--- src/aeis_map.svh ---
// Register offsets, bit positions, reset values and timing counts of the alarm/error status block
`ifndef AEIS_MAP_SVH
`define AEIS_MAP_SVH
`define AEIS_STATUS_ADDR      16'h0B02
`define AEIS_FRAMING_ADDR     16'h010B
`define AEIS_ENABLE_ADDR      16'h0B03
`define AEIS_BLKEN_ADDR       16'h0B00
`define AEIS_BIT_VIOL         3
`define AEIS_BIT_LOSS         2
`define AEIS_BIT_AIS          1
`define AEIS_BIT_YEL          0
`define AEIS_BIT_BLKEN        1
`define AEIS_THRESH_RESET     3'h3
`define AEIS_STATUS_RESET     4'h0
`define AEIS_FRAME_BITS       256
`define AEIS_NFAS_FRAMES      2
`define AEIS_AIS_ZERO_LIMIT   2
`define AEIS_AIS_FRAMES       2
`endif

--- src/aeis_pkg.sv ---
// Types shared by the alarm/error status block
package aeis_pkg;
   typedef logic [3:0] aeis_flags_t;
   typedef enum logic [1:0] {
      AEIS_HUNT  = 2'b00,
      AEIS_SYNC  = 2'b01,
      AEIS_LOST  = 2'b10
   } aeis_frame_state_t;
endpackage

--- src/aeis_defect_mon.sv ---
// Receive defect detectors: out of frame, all-ones alarm and remote alarm
`timescale 1ns/1ns
`include "aeis_map.svh"
module aeis_defect_mon
   import aeis_pkg::*;
(
   input  wire logic       clk_i,
   input  wire logic       reset_n_i,
   input  wire logic       bit_valid_i,
   input  wire logic       rx_bit_i,
   input  wire logic       frame_start_i,
   input  wire logic       fas_frame_i,
   input  wire logic       fas_error_i,
   input  wire logic       a_bit_i,
   input  wire logic [2:0] frame_loss_threshold_i,
   output logic            out_of_frame_o,
   output logic            all_ones_alarm_o,
   output logic            remote_alarm_o
);
   logic [2:0] fas_err_cnt_reg;
   logic [8:0] zero_cnt_reg;
   logic [8:0] prev_zero_reg;
   logic [1:0] ones_frames_reg;
   logic       last_a_reg;
   logic       a_valid_reg;

   // Errored alignment patterns counted back to back; a good one restarts the count
   wire        fas_seen  = frame_start_i && fas_frame_i;
   wire        fas_hit   = fas_seen && fas_error_i
                           && (fas_err_cnt_reg + 3'h1 >= frame_loss_threshold_i);
   wire        nfas_seen = frame_start_i && !fas_frame_i;
   // Zeros over two frames; a frame with no zeros counts as all-ones
   wire [9:0]  zeros_2f  = {1'b0, zero_cnt_reg} + {1'b0, prev_zero_reg};

   always_ff @(posedge clk_i) begin
      if (!reset_n_i) begin
         fas_err_cnt_reg <= 3'h0;
         out_of_frame_o  <= 1'b0;
      end else if (fas_seen) begin
         if (!fas_error_i) begin
            fas_err_cnt_reg <= 3'h0;
            out_of_frame_o  <= 1'b0;
         end else if (fas_hit) begin
            out_of_frame_o  <= 1'b1;
         end else begin
            fas_err_cnt_reg <= fas_err_cnt_reg + 3'h1;
         end
      end
   end

   // All-ones alarm: two whole frames of ones sets, over two zeros in two frames clears
   always_ff @(posedge clk_i) begin
      if (!reset_n_i) begin
         zero_cnt_reg     <= 9'h000;
         prev_zero_reg    <= 9'h000;
         ones_frames_reg  <= 2'h0;
         all_ones_alarm_o <= 1'b0;
      end else if (frame_start_i) begin
         prev_zero_reg <= zero_cnt_reg;
         zero_cnt_reg  <= 9'h000;
         if (zero_cnt_reg == 9'h000) begin
            if (ones_frames_reg + 2'h1 >= 2'(`AEIS_AIS_FRAMES))
               all_ones_alarm_o <= 1'b1;
            else
               ones_frames_reg <= ones_frames_reg + 2'h1;
         end else begin
            ones_frames_reg <= 2'h0;
         end
         if (zeros_2f > 10'(`AEIS_AIS_ZERO_LIMIT))
            all_ones_alarm_o <= 1'b0;
      end else if (bit_valid_i && !rx_bit_i && zero_cnt_reg != 9'h1FF) begin
         zero_cnt_reg <= zero_cnt_reg + 9'h001;
      end
   end

   // Remote alarm follows A when two consecutive non-alignment frames agree
   always_ff @(posedge clk_i) begin
      if (!reset_n_i) begin
         last_a_reg     <= 1'b0;
         a_valid_reg    <= 1'b0;
         remote_alarm_o <= 1'b0;
      end else if (nfas_seen) begin
         last_a_reg  <= a_bit_i;
         a_valid_reg <= 1'b1;
         if (a_valid_reg && last_a_reg == a_bit_i)
            remote_alarm_o <= a_bit_i;
      end
   end
endmodule

--- src/aeis_status.sv ---
// Alarm and error interrupt status register with change detection and interrupt gating
//
// What this block does
// - Line code violation sets status bit 3
// - Out-of-frame declare or clear sets bit 2
// - Out-of-frame after threshold errored alignment patterns
// - All-ones alarm change sets bit 1
// - Remote alarm change sets bit 0
// - Flags reset zero, cleared by host read
// - Only enabled flags drive the interrupt
// - Status register sits at 0x0B02
// - All-ones declared after two frames, cleared by zeros
// - Remote alarm follows A over two frames
// - Block enable gates every alarm interrupt
`timescale 1ns/1ns
`include "aeis_map.svh"
module aeis_status
   import aeis_pkg::*;
(
   input  wire logic        clk_i,
   input  wire logic        reset_n_i,
   input  wire logic [15:0] addr_i,
   input  wire logic [7:0]  wdata_i,
   input  wire logic        wr_i,
   input  wire logic        rd_i,
   output logic      [7:0]  rdata_o,
   input  wire logic        line_code_violation_i,
   input  wire logic        bit_valid_i,
   input  wire logic        rx_bit_i,
   input  wire logic        frame_start_i,
   input  wire logic        fas_frame_i,
   input  wire logic        fas_error_i,
   input  wire logic        a_bit_i,
   output logic             out_of_frame_o,
   output logic             all_ones_alarm_o,
   output logic             remote_alarm_o,
   output logic             irq_o
);
   import aeis_pkg::*;

   // Register state
   aeis_flags_t flags_reg;
   aeis_flags_t enable_reg;
   logic [2:0]  frame_loss_threshold_reg;
   logic        alarm_block_irq_enable_reg;
   logic [2:0]  defect_d_reg;

   // Decode and next-state nets
   aeis_flags_t flags_next;
   aeis_flags_t events;
   aeis_flags_t enable_next;
   aeis_flags_t pending_w;
   logic [2:0]  frame_loss_threshold_next;
   logic        alarm_block_irq_enable_next;
   logic [2:0]  defect_w;
   logic [3:0]  sel_w;
   logic [7:0]  rdata_next;
   logic        irq_next;
   logic        status_read;
   logic        loss_w;
   logic        ones_w;
   logic        remote_w;

   // One-hot register select, bit order: status, enables, framing, block enable
   // Decoded once so the read clear and the read image always agree
   function automatic logic [3:0] reg_select(input logic [15:0] a);
      logic [3:0] s;
      s    = 4'h0;
      s[0] = (a == `AEIS_STATUS_ADDR);
      s[1] = (a == `AEIS_ENABLE_ADDR);
      s[2] = (a == `AEIS_FRAMING_ADDR);
      s[3] = (a == `AEIS_BLKEN_ADDR);
      return s;
   endfunction

   // Status image: live all-ones state in bit 6, change flags in the low nibble
   function automatic logic [7:0] status_image(input aeis_flags_t f, input logic ones);
      return {1'b0, ones, 2'h0, f};
   endfunction

   // Read image of any register; unmapped space reads as zero
   function automatic logic [7:0] read_image(
      input logic [3:0]  s,
      input aeis_flags_t f,
      input aeis_flags_t en,
      input logic [2:0]  thr,
      input logic        blk,
      input logic        ones,
      input logic        remote
   );
      logic [7:0] v;
      v = 8'h00;
      if (s[0])
         v = status_image(f, ones);
      else if (s[1])
         v = {remote, 3'h0, en};
      else if (s[2])
         v = {5'h00, thr};
      else if (s[3])
         v = {6'h00, blk, 1'b0};
      return v;
   endfunction

   // Defect detectors run on the same clock as the register port
   aeis_defect_mon u_mon (
      .clk_i                  (clk_i),
      .reset_n_i              (reset_n_i),
      .bit_valid_i            (bit_valid_i),
      .rx_bit_i               (rx_bit_i),
      .frame_start_i          (frame_start_i),
      .fas_frame_i            (fas_frame_i),
      .fas_error_i            (fas_error_i),
      .a_bit_i                (a_bit_i),
      .frame_loss_threshold_i (frame_loss_threshold_reg),
      .out_of_frame_o         (loss_w),
      .all_ones_alarm_o       (ones_w),
      .remote_alarm_o         (remote_w)
   );

   // Defect levels go out as they are and feed the change detectors
   assign out_of_frame_o   = loss_w;
   assign all_ones_alarm_o = ones_w;
   assign remote_alarm_o   = remote_w;
   assign defect_w         = {loss_w, ones_w, remote_w}; // Lines up with flag bits 2 to 0

   // Address decode shared by the write and read paths
   assign sel_w       = reg_select(addr_i);
   assign status_read = rd_i && sel_w[0];

   // Each high cycle of the violation input is one event by itself
   assign events[`AEIS_BIT_VIOL] = line_code_violation_i;

   // Either edge of a defect level counts as one change event
   // Defect bit k maps onto flag bit k, so one loop serves all three
   for (genvar k = 0; k < 3; k++) begin : g_change
      always_ff @(posedge clk_i) begin
         if (!reset_n_i) begin
            defect_d_reg[k] <= 1'b0;
         end else begin
            defect_d_reg[k] <= defect_w[k];
         end
      end
      assign events[k] = defect_w[k] ^ defect_d_reg[k];
   end

   // Read clears, but an event in the same cycle still lands: the set wins
   assign flags_next = (status_read ? 4'h0 : flags_reg) | events;

   // Sticky change flags; the status register itself ignores writes
   // A flag stays set until a status read, however old the event is
   always_ff @(posedge clk_i) begin
      if (!reset_n_i) begin
         flags_reg <= `AEIS_STATUS_RESET;
      end else begin
         flags_reg <= flags_next;
      end
   end

   // Host write decode for the three writable registers
   // Only a strobe with a matching address changes a register
   assign enable_next = (wr_i && sel_w[1]) ? wdata_i[3:0] : enable_reg;
   assign alarm_block_irq_enable_next =
      (wr_i && sel_w[3]) ? wdata_i[`AEIS_BIT_BLKEN] : alarm_block_irq_enable_reg;
   assign frame_loss_threshold_next =
      (wr_i && sel_w[2]) ? wdata_i[2:0] : frame_loss_threshold_reg;

   // Per-source interrupt enables
   always_ff @(posedge clk_i) begin
      if (!reset_n_i) begin
         enable_reg <= 4'h0;
      end else begin
         enable_reg <= enable_next;
      end
   end

   // Block-level enable; cleared, it silences every source at once
   always_ff @(posedge clk_i) begin
      if (!reset_n_i) begin
         alarm_block_irq_enable_reg <= 1'b0;
      end else begin
         alarm_block_irq_enable_reg <= alarm_block_irq_enable_next;
      end
   end

   // Loss threshold; zero acts like one since the first errored pattern meets it
   always_ff @(posedge clk_i) begin
      if (!reset_n_i) begin
         frame_loss_threshold_reg <= `AEIS_THRESH_RESET;
      end else begin
         frame_loss_threshold_reg <= frame_loss_threshold_next;
      end
   end

   // Read data holds until the next read, so the host may sample it late
   assign rdata_next = rd_i ? read_image(sel_w, flags_reg, enable_reg,
                                         frame_loss_threshold_reg,
                                         alarm_block_irq_enable_reg, ones_w, remote_w)
                            : rdata_o;

   // Read data register
   always_ff @(posedge clk_i) begin
      if (!reset_n_i) begin
         rdata_o <= 8'h00;
      end else begin
         rdata_o <= rdata_next;
      end
   end

   // Enabled flags first, then the block enable over all of them
   assign pending_w = flags_next & enable_reg;
   assign irq_next  = alarm_block_irq_enable_reg && (|pending_w);

   // Registered so the pin never glitches while flags settle
   always_ff @(posedge clk_i) begin
      if (!reset_n_i) begin
         irq_o <= 1'b0;
      end else begin
         irq_o <= irq_next;
      end
   end
endmodule

--- config.mk ---
export PLATFORM = sky130hd
export DESIGN_NAME = aeis_status
export DESIGN_NICKNAME = d
export VERILOG_FILES = /design/src/aeis_pkg.sv /design/src/aeis_defect_mon.sv /design/src/aeis_status.sv
export VERILOG_INCLUDE_DIRS = /design/src
export SDC_FILE = /design/constraint.sdc
export NUM_CORES = 1
export LEC_CHECK = 0
export BUFFER_PORTS_ARGS = -buffer_cell sky130_fd_sc_hd__buf_2
export CAP_MARGIN = 20
export CORE_MARGIN = 8
export CORE_UTILIZATION = 45
export CTS_CLUSTER_DIAMETER = 50
export DETAILED_ROUTE_END_ITERATION = 6
export GPL_TIMING_DRIVEN = 1
export MAX_ROUTING_LAYER = met4
export PLACE_DENSITY = 0.76
export SYNTH_ARGS = -nofsm -noshare
export SYNTH_HDL_FRONTEND = slang
export SYNTH_SLANG_ARGS = --single-unit
--- constraint.sdc ---
create_clock -name clk_i -period 2.9 [get_ports clk_i]
set_input_delay 0.145 -clock clk_i [delete_from_list [all_inputs] [get_ports clk_i]]
set_output_delay 0.145 -clock clk_i [all_outputs]
set_load 0.05 [all_outputs]
Word-level counts from Yosys, hierarchy flattened
Cells that the tools add are included. W data, S select, Z words.

Add/subtract/negate cells: 4. Order comparisons: 3. Equality and inequality tests: 9. Mux-type cells: 14. Bitwise logic cells: 6. Reduce and logical (&&, ||, !) cells: 24.

Operators by type and width (number): $eq A16 B12 Y1 const B (3); $eq A16 B9 Y1 const B (1); $mux W8 (2); $logic_and A1 B1 Y1 (12); $add A9 B9 Y10 (1); $gt A10 B2 Y1 const B (1); $add A9 B1 Y9 const B (1); $logic_not A9 Y1 (1); $mux W3 (3); $ne A9 B9 Y1 const B (1); $reduce_and A2 Y1 (4); $mux W2 (3); $mux W1 (5); $and A4 B4 Y4 (1); $mux W4 (1); $ne A2 B2 Y1 const B (2); $or A4 B4 Y4 (1); $reduce_bool A2 Y1 (2); $reduce_or A4 Y1 (1); $add A3 B1 Y3 const B (1); $ge A3 B3 Y1 (1); $reduce_and A3 Y1 (1); $xor A1 B1 Y1 (3); $add A2 B1 Y2 const B (1); 6 further kinds (7).

Register bits after elaboration: 52. Bits of input ports: 35. Output and inout bits: 12. Logic and storage cells: 78.

Logic depth before layout (Yosys ltp)
Word-level depth: 7. Gate-level depth with buffers: 10. Mapped depth without buffers: 10.

By module
From an unflattened synthesis, not the netlist that was laid out.

Cells, all modules: 314. Area total of the unflattened synthesis: 2896.5 um^2.

By module, submodules not included: aeis_defect_mon (instances 1, cells an instance 196, area an instance 1794.2 um^2, sequential area each 560.5 um^2); aeis_status (instances 1, cells an instance 118, area an instance 1102.3 um^2, sequential area each 440.4 um^2).

Worst setup path before layout
Ideal clock, no wire load.

Path kind: register -> register. Start point: register u_mon.zero_cnt_reg[0]. End point: register u_mon.zero_cnt_reg[5]. Library setup time: 70 ps. Arrival: 2066 ps. Data required time: 2830 ps. Setup slack: 764 ps. Stages on the path, launching flop included: 10. Buffers on the path: 0. Clock period less this slack: 2136 ps. Path through: dfxtp_1 ha_1 nand2_1 nor2_1 and3_1 ha_1 nor3b_2 nand4_1 or3_1 a21oi_1.

Word-level cells in the longest chain between the ends: 2. Elaborated cells on any way between the ends: 3. Those cells by class: add/sub (1); eq/ne (1); reduce/logical (1).

RTL lines: start: declaration (line aeis_defect_mon.sv:21) `logic [8:0] zero_cnt_reg;`; start signal: assignment (line aeis_defect_mon.sv:72) `zero_cnt_reg <= zero_cnt_reg + 9'h001;`; branches (longest 2 deep; another with $add A9 B1 Y9).

Several ways; the timed one is not identified. A chain may end at the register's enable or synchronous reset.

Final worst setup path
Start point: register u_mon.zero_cnt_reg[0]. End point: register u_mon.all_ones_alarm_o.

Word-level cells in the longest chain between the ends: 4. Elaborated cells on any way between the ends: 7. Those cells by class: add/sub (1); order compare (1); mux (1); reduce/logical (4).

RTL lines: $add A9 B9 Y10 (line aeis_defect_mon.sv:33) `wire [9:0] zeros_2f = {1'b0, zero_cnt_reg} + {1'b0, prev_zero_reg};`; $gt A10 B2 Y1 (line aeis_defect_mon.sv:69) `` if (zeros_2f > 10'(`AEIS_AIS_ZERO_LIMIT)) ``; $reduce_bool A2 Y1 (no line); $reduce_and A3 Y1 (no line); end signal: assignment (line aeis_defect_mon.sv:57) `all_ones_alarm_o <= 1'b0;`; end signal: assignment (line aeis_defect_mon.sv:63) `all_ones_alarm_o <= 1'b1;`; end signal: assignment (line aeis_defect_mon.sv:70) `all_ones_alarm_o <= 1'b0;`; end: declaration (line aeis_defect_mon.sv:17) `output logic all_ones_alarm_o,`.

Parallel ways exist; a longest one is shown, timed or not.

==> out/metrics.yaml <==
die_x_microns: 92.0
syn_inst: 299
clockBufferDepth: 2
grt_pass1_wl_microns: 9660
vias: 2174
rsz0062_at_grt: "false"
synth-edff-count: 0
synth.avg_cell_area_sq_um: 8.69
synth_top_cell_by_area: "dfxtp_1"
antenna_found_initial: 0
path_cells: "ha_1 -> fa_1 -> a22oi_1 -> nand3_1 -> a2111oi_0 -> nand4_1 -> a211oi_1"
yosysWarnings: 0
clkLatencyLatePin_ns: 0.30
gp_congestion: 0.797
place_hpwl_microns: 4170
regArea_sq_um: 1000
ir_worst_vdd_mv: 0.241
hold_viol: 0
p_leak_nw: 1.32
period_needed_ns: 2.26
final_layout_size_suffix_gt1_share_pct: 17.1
grt-ovfl-total: 0
postCtsResizedCells: 0
synth.distinct_cells: 45
r2r_slack_ns: 0.64
fill_cells: 532
clock_skew_ns: 0.00904
ctsHoldBuffers: 0
worst_slew_pin_slew_ns: 0.507
grtUsageTotal_pct: 13.7
outcome: "complete, no violations"
wirelength_microns: 5550
cp.required_ns: 3.12
vias_per_cell: 5.29
utilization_pct: 53.2
maxCapViolCount: 0
die_area_sq_um: 8460
hold_depth: 3
ios: 47
power_density_nw_per_um2: 424
ys_ff_latch: 50
netlist_area_sq_um: 2600
wl_per_cell_microns: 13.5
synthArstFlopShare_pct: 0
cts_tree: "yes"
yosysSeqAreaShare_pct: 38.5
final_antenna_net_count: 0
cp_max_fo: 6
endpoint_kind: "flip-flop"
cp-startpoint: "u_mon.zero_cnt_reg[0]"
drc_errors: 0
min_from: "wdata_i[3]"
fmax_ghz: 0.442
synth_top_area_share_pct: 38.5
synth.most_common_cell: "dfxtp_1"
cpMaxStageDelayCell: "dfxtp_1"
multi_input_area_sq_um: 1510
path_class: "flip-flop to flip-flop"
cts.clk_slew.worst_paths_ns: 0.09
drt_iter0_markers: 101
fin_crit_sh_pct: 77.9
layout.nets: 390
fp-row-count: 27
holdPathEnd: "enable_reg[3]"
worst_setup_path_start_kind: "flip-flop"
timing.slew.headroom_pct: 66.0
synthFlopType: "dfxtp_1"
tns_ns: 0
coreArea_sq_um: 5540
grt_pass1_vias: 2197
drv_slew: 0
r2r_start: "u_mon.zero_cnt_reg[0]"
diodes: 0
grt_max_degree: 26
postCtsSetupBuffers: 0
start_util_pct: 46.9
cts_buffers: 5
dr.pass1.iters: 5
die_h_microns: 92.0
finalSetupViolCount: 0
synth_area_leaders: "dfxtp_1, ha_1, mux2i_1"
htreeDepth: 2
hold_class: "input pin to flip-flop"
reg2reg_to: "u_mon.all_ones_alarm_o"
slowest_delay_ns: 0.46
synthTopCellsByCount: "dfxtp_1, nor2_1, nand2_1"
portBuffers: 40
clock-root-buffer: "clkbuf_8"
cp.arrival_ns: 2.48
worst-r2r-cell-count: 7
synthToLayoutAreaGrowth_pct: 13.4
cts_num_sinks: 50
==> metrics by stage <==
| stage | power [mW] | std cells | cell area (sq um) | hold slack, ns | worst slack (ns) |
|---|---|---|---|---|---|
| after global routing | 1.31 | 411 | 2950 | 0.0768 | 0.367 |
| after global placement | 0.843 | 403 | 2850 | 0.399 | 0.704 |
| after detailed placement | 0.847 | 403 | 2850 | 0.402 | 0.684 |
| final | 1.25 | 411 | 2950 | 0.0807 | 0.640 |
| after CTS | 1.26 | 411 | 2950 | 0.0759 | 0.662 |
| after floorplan | 0.805 | 300 | 2600 | 0.273 | 0.764 |
==> cells by family after synthesis <==
logic type      share of synthesized area [%]
flops                                    38.5
other cells                             0.144
xor+xnor                                 5.39
buf+inv                                  3.47
mux                                      6.55
simple gates                             22.8
fa+ha+maj                                8.47
compound gates                           14.6
==> metal layers <==
metal / global-route usage, % / vias up / share of wire [%]
met5: - / - / 0
met4: 2.82 / 0 / 0.49
met3: 4.65 / 4 / 6.9
met2: 22.8 / 48 / 47
met1: 15.6 / 989 / 45
li1: - / 1133 / -
==> cells in the final DEF (no fill, tap or decap), types with 2 or more instances in the layout <==
cell type | synthesis | routed
ha_1 | 16 | 16
inv_1 | 10 | 10
mux2i_1 | 17 | 17
nor2b_1 | 2 | 2
a21o_1 | 8 | 8
a211oi_1 | 4 | 4
nand4_1 | 6 | 6
and3_1 | 7 | 7
xor2_1 | 9 | 9
nor2_1 | 37 | 37
nand2_1 | 27 | 27
clkbuf_8 | 0 | 6
o21ai_0 | 12 | 12
a41oi_1 | 3 | 3
xnor2_1 | 7 | 7
nand2b_1 | 6 | 6
a22oi_1 | 3 | 3
conb_1 | 1 | 2
nor4_1 | 3 | 3
o211ai_1 | 2 | 2
dfxtp_1 | 50 | 50
a21oi_1 | 18 | 18
nor3_1 | 4 | 4
a31oi_1 | 4 | 4
buf_2 | 0 | 40
and2_1 | 7 | 7
nand3_1 | 9 | 9
==> worst max-delay path by stage <==
| stage | to | slack [ns] | cells after the start |
|---|---|---|---|
| 6_report | u_mon.all_ones_alarm_o | 0.64 | 7 |
| 2_1_floorplan | u_mon.zero_cnt_reg[5] | 0.76 | 9 |
| 3_5_place_dp | u_mon.all_ones_alarm_o | 0.68 | 7 |
| 4_1_cts | u_mon.all_ones_alarm_o | 0.66 | 7 |
| 3_3_place_gp | u_mon.all_ones_alarm_o | 0.70 | 7 |
| 5_1_grt | u_mon.all_ones_alarm_o | 0.37 | 7 |
==> worst max-delay path: cells and delay by family (launching register included) <==
family / cells / cell delay, ns
AND/OR/NAND/NOR: 2 / 0.24
adder cells (fa/ha/maj): 2 / 0.66
AO/OA/AOI/OAI: 3 / 0.80
flip-flops: 1 / 0.46
==> where the power goes <==
| group | switching, mW | internal (mW) | leakage (nW) |
|---|---|---|---|
| Sequential | 0.0103 | 0.700 | 0.405 |
| Clock | 0.228 | 0.192 | 0.0472 |
| Combinational | 0.0731 | 0.0461 | 0.870 |
==> layout make-up <==
type	instances	share of cell area, %
inverter	11	1.40
clock buffer	6	2.80
timing repair buffer	41	7.05
clock inverter	2	0.425
sequential	50	34.0
tap	72	3.06
multi-input combinational	229	51.3
Power figures use the tool's default switching activity.
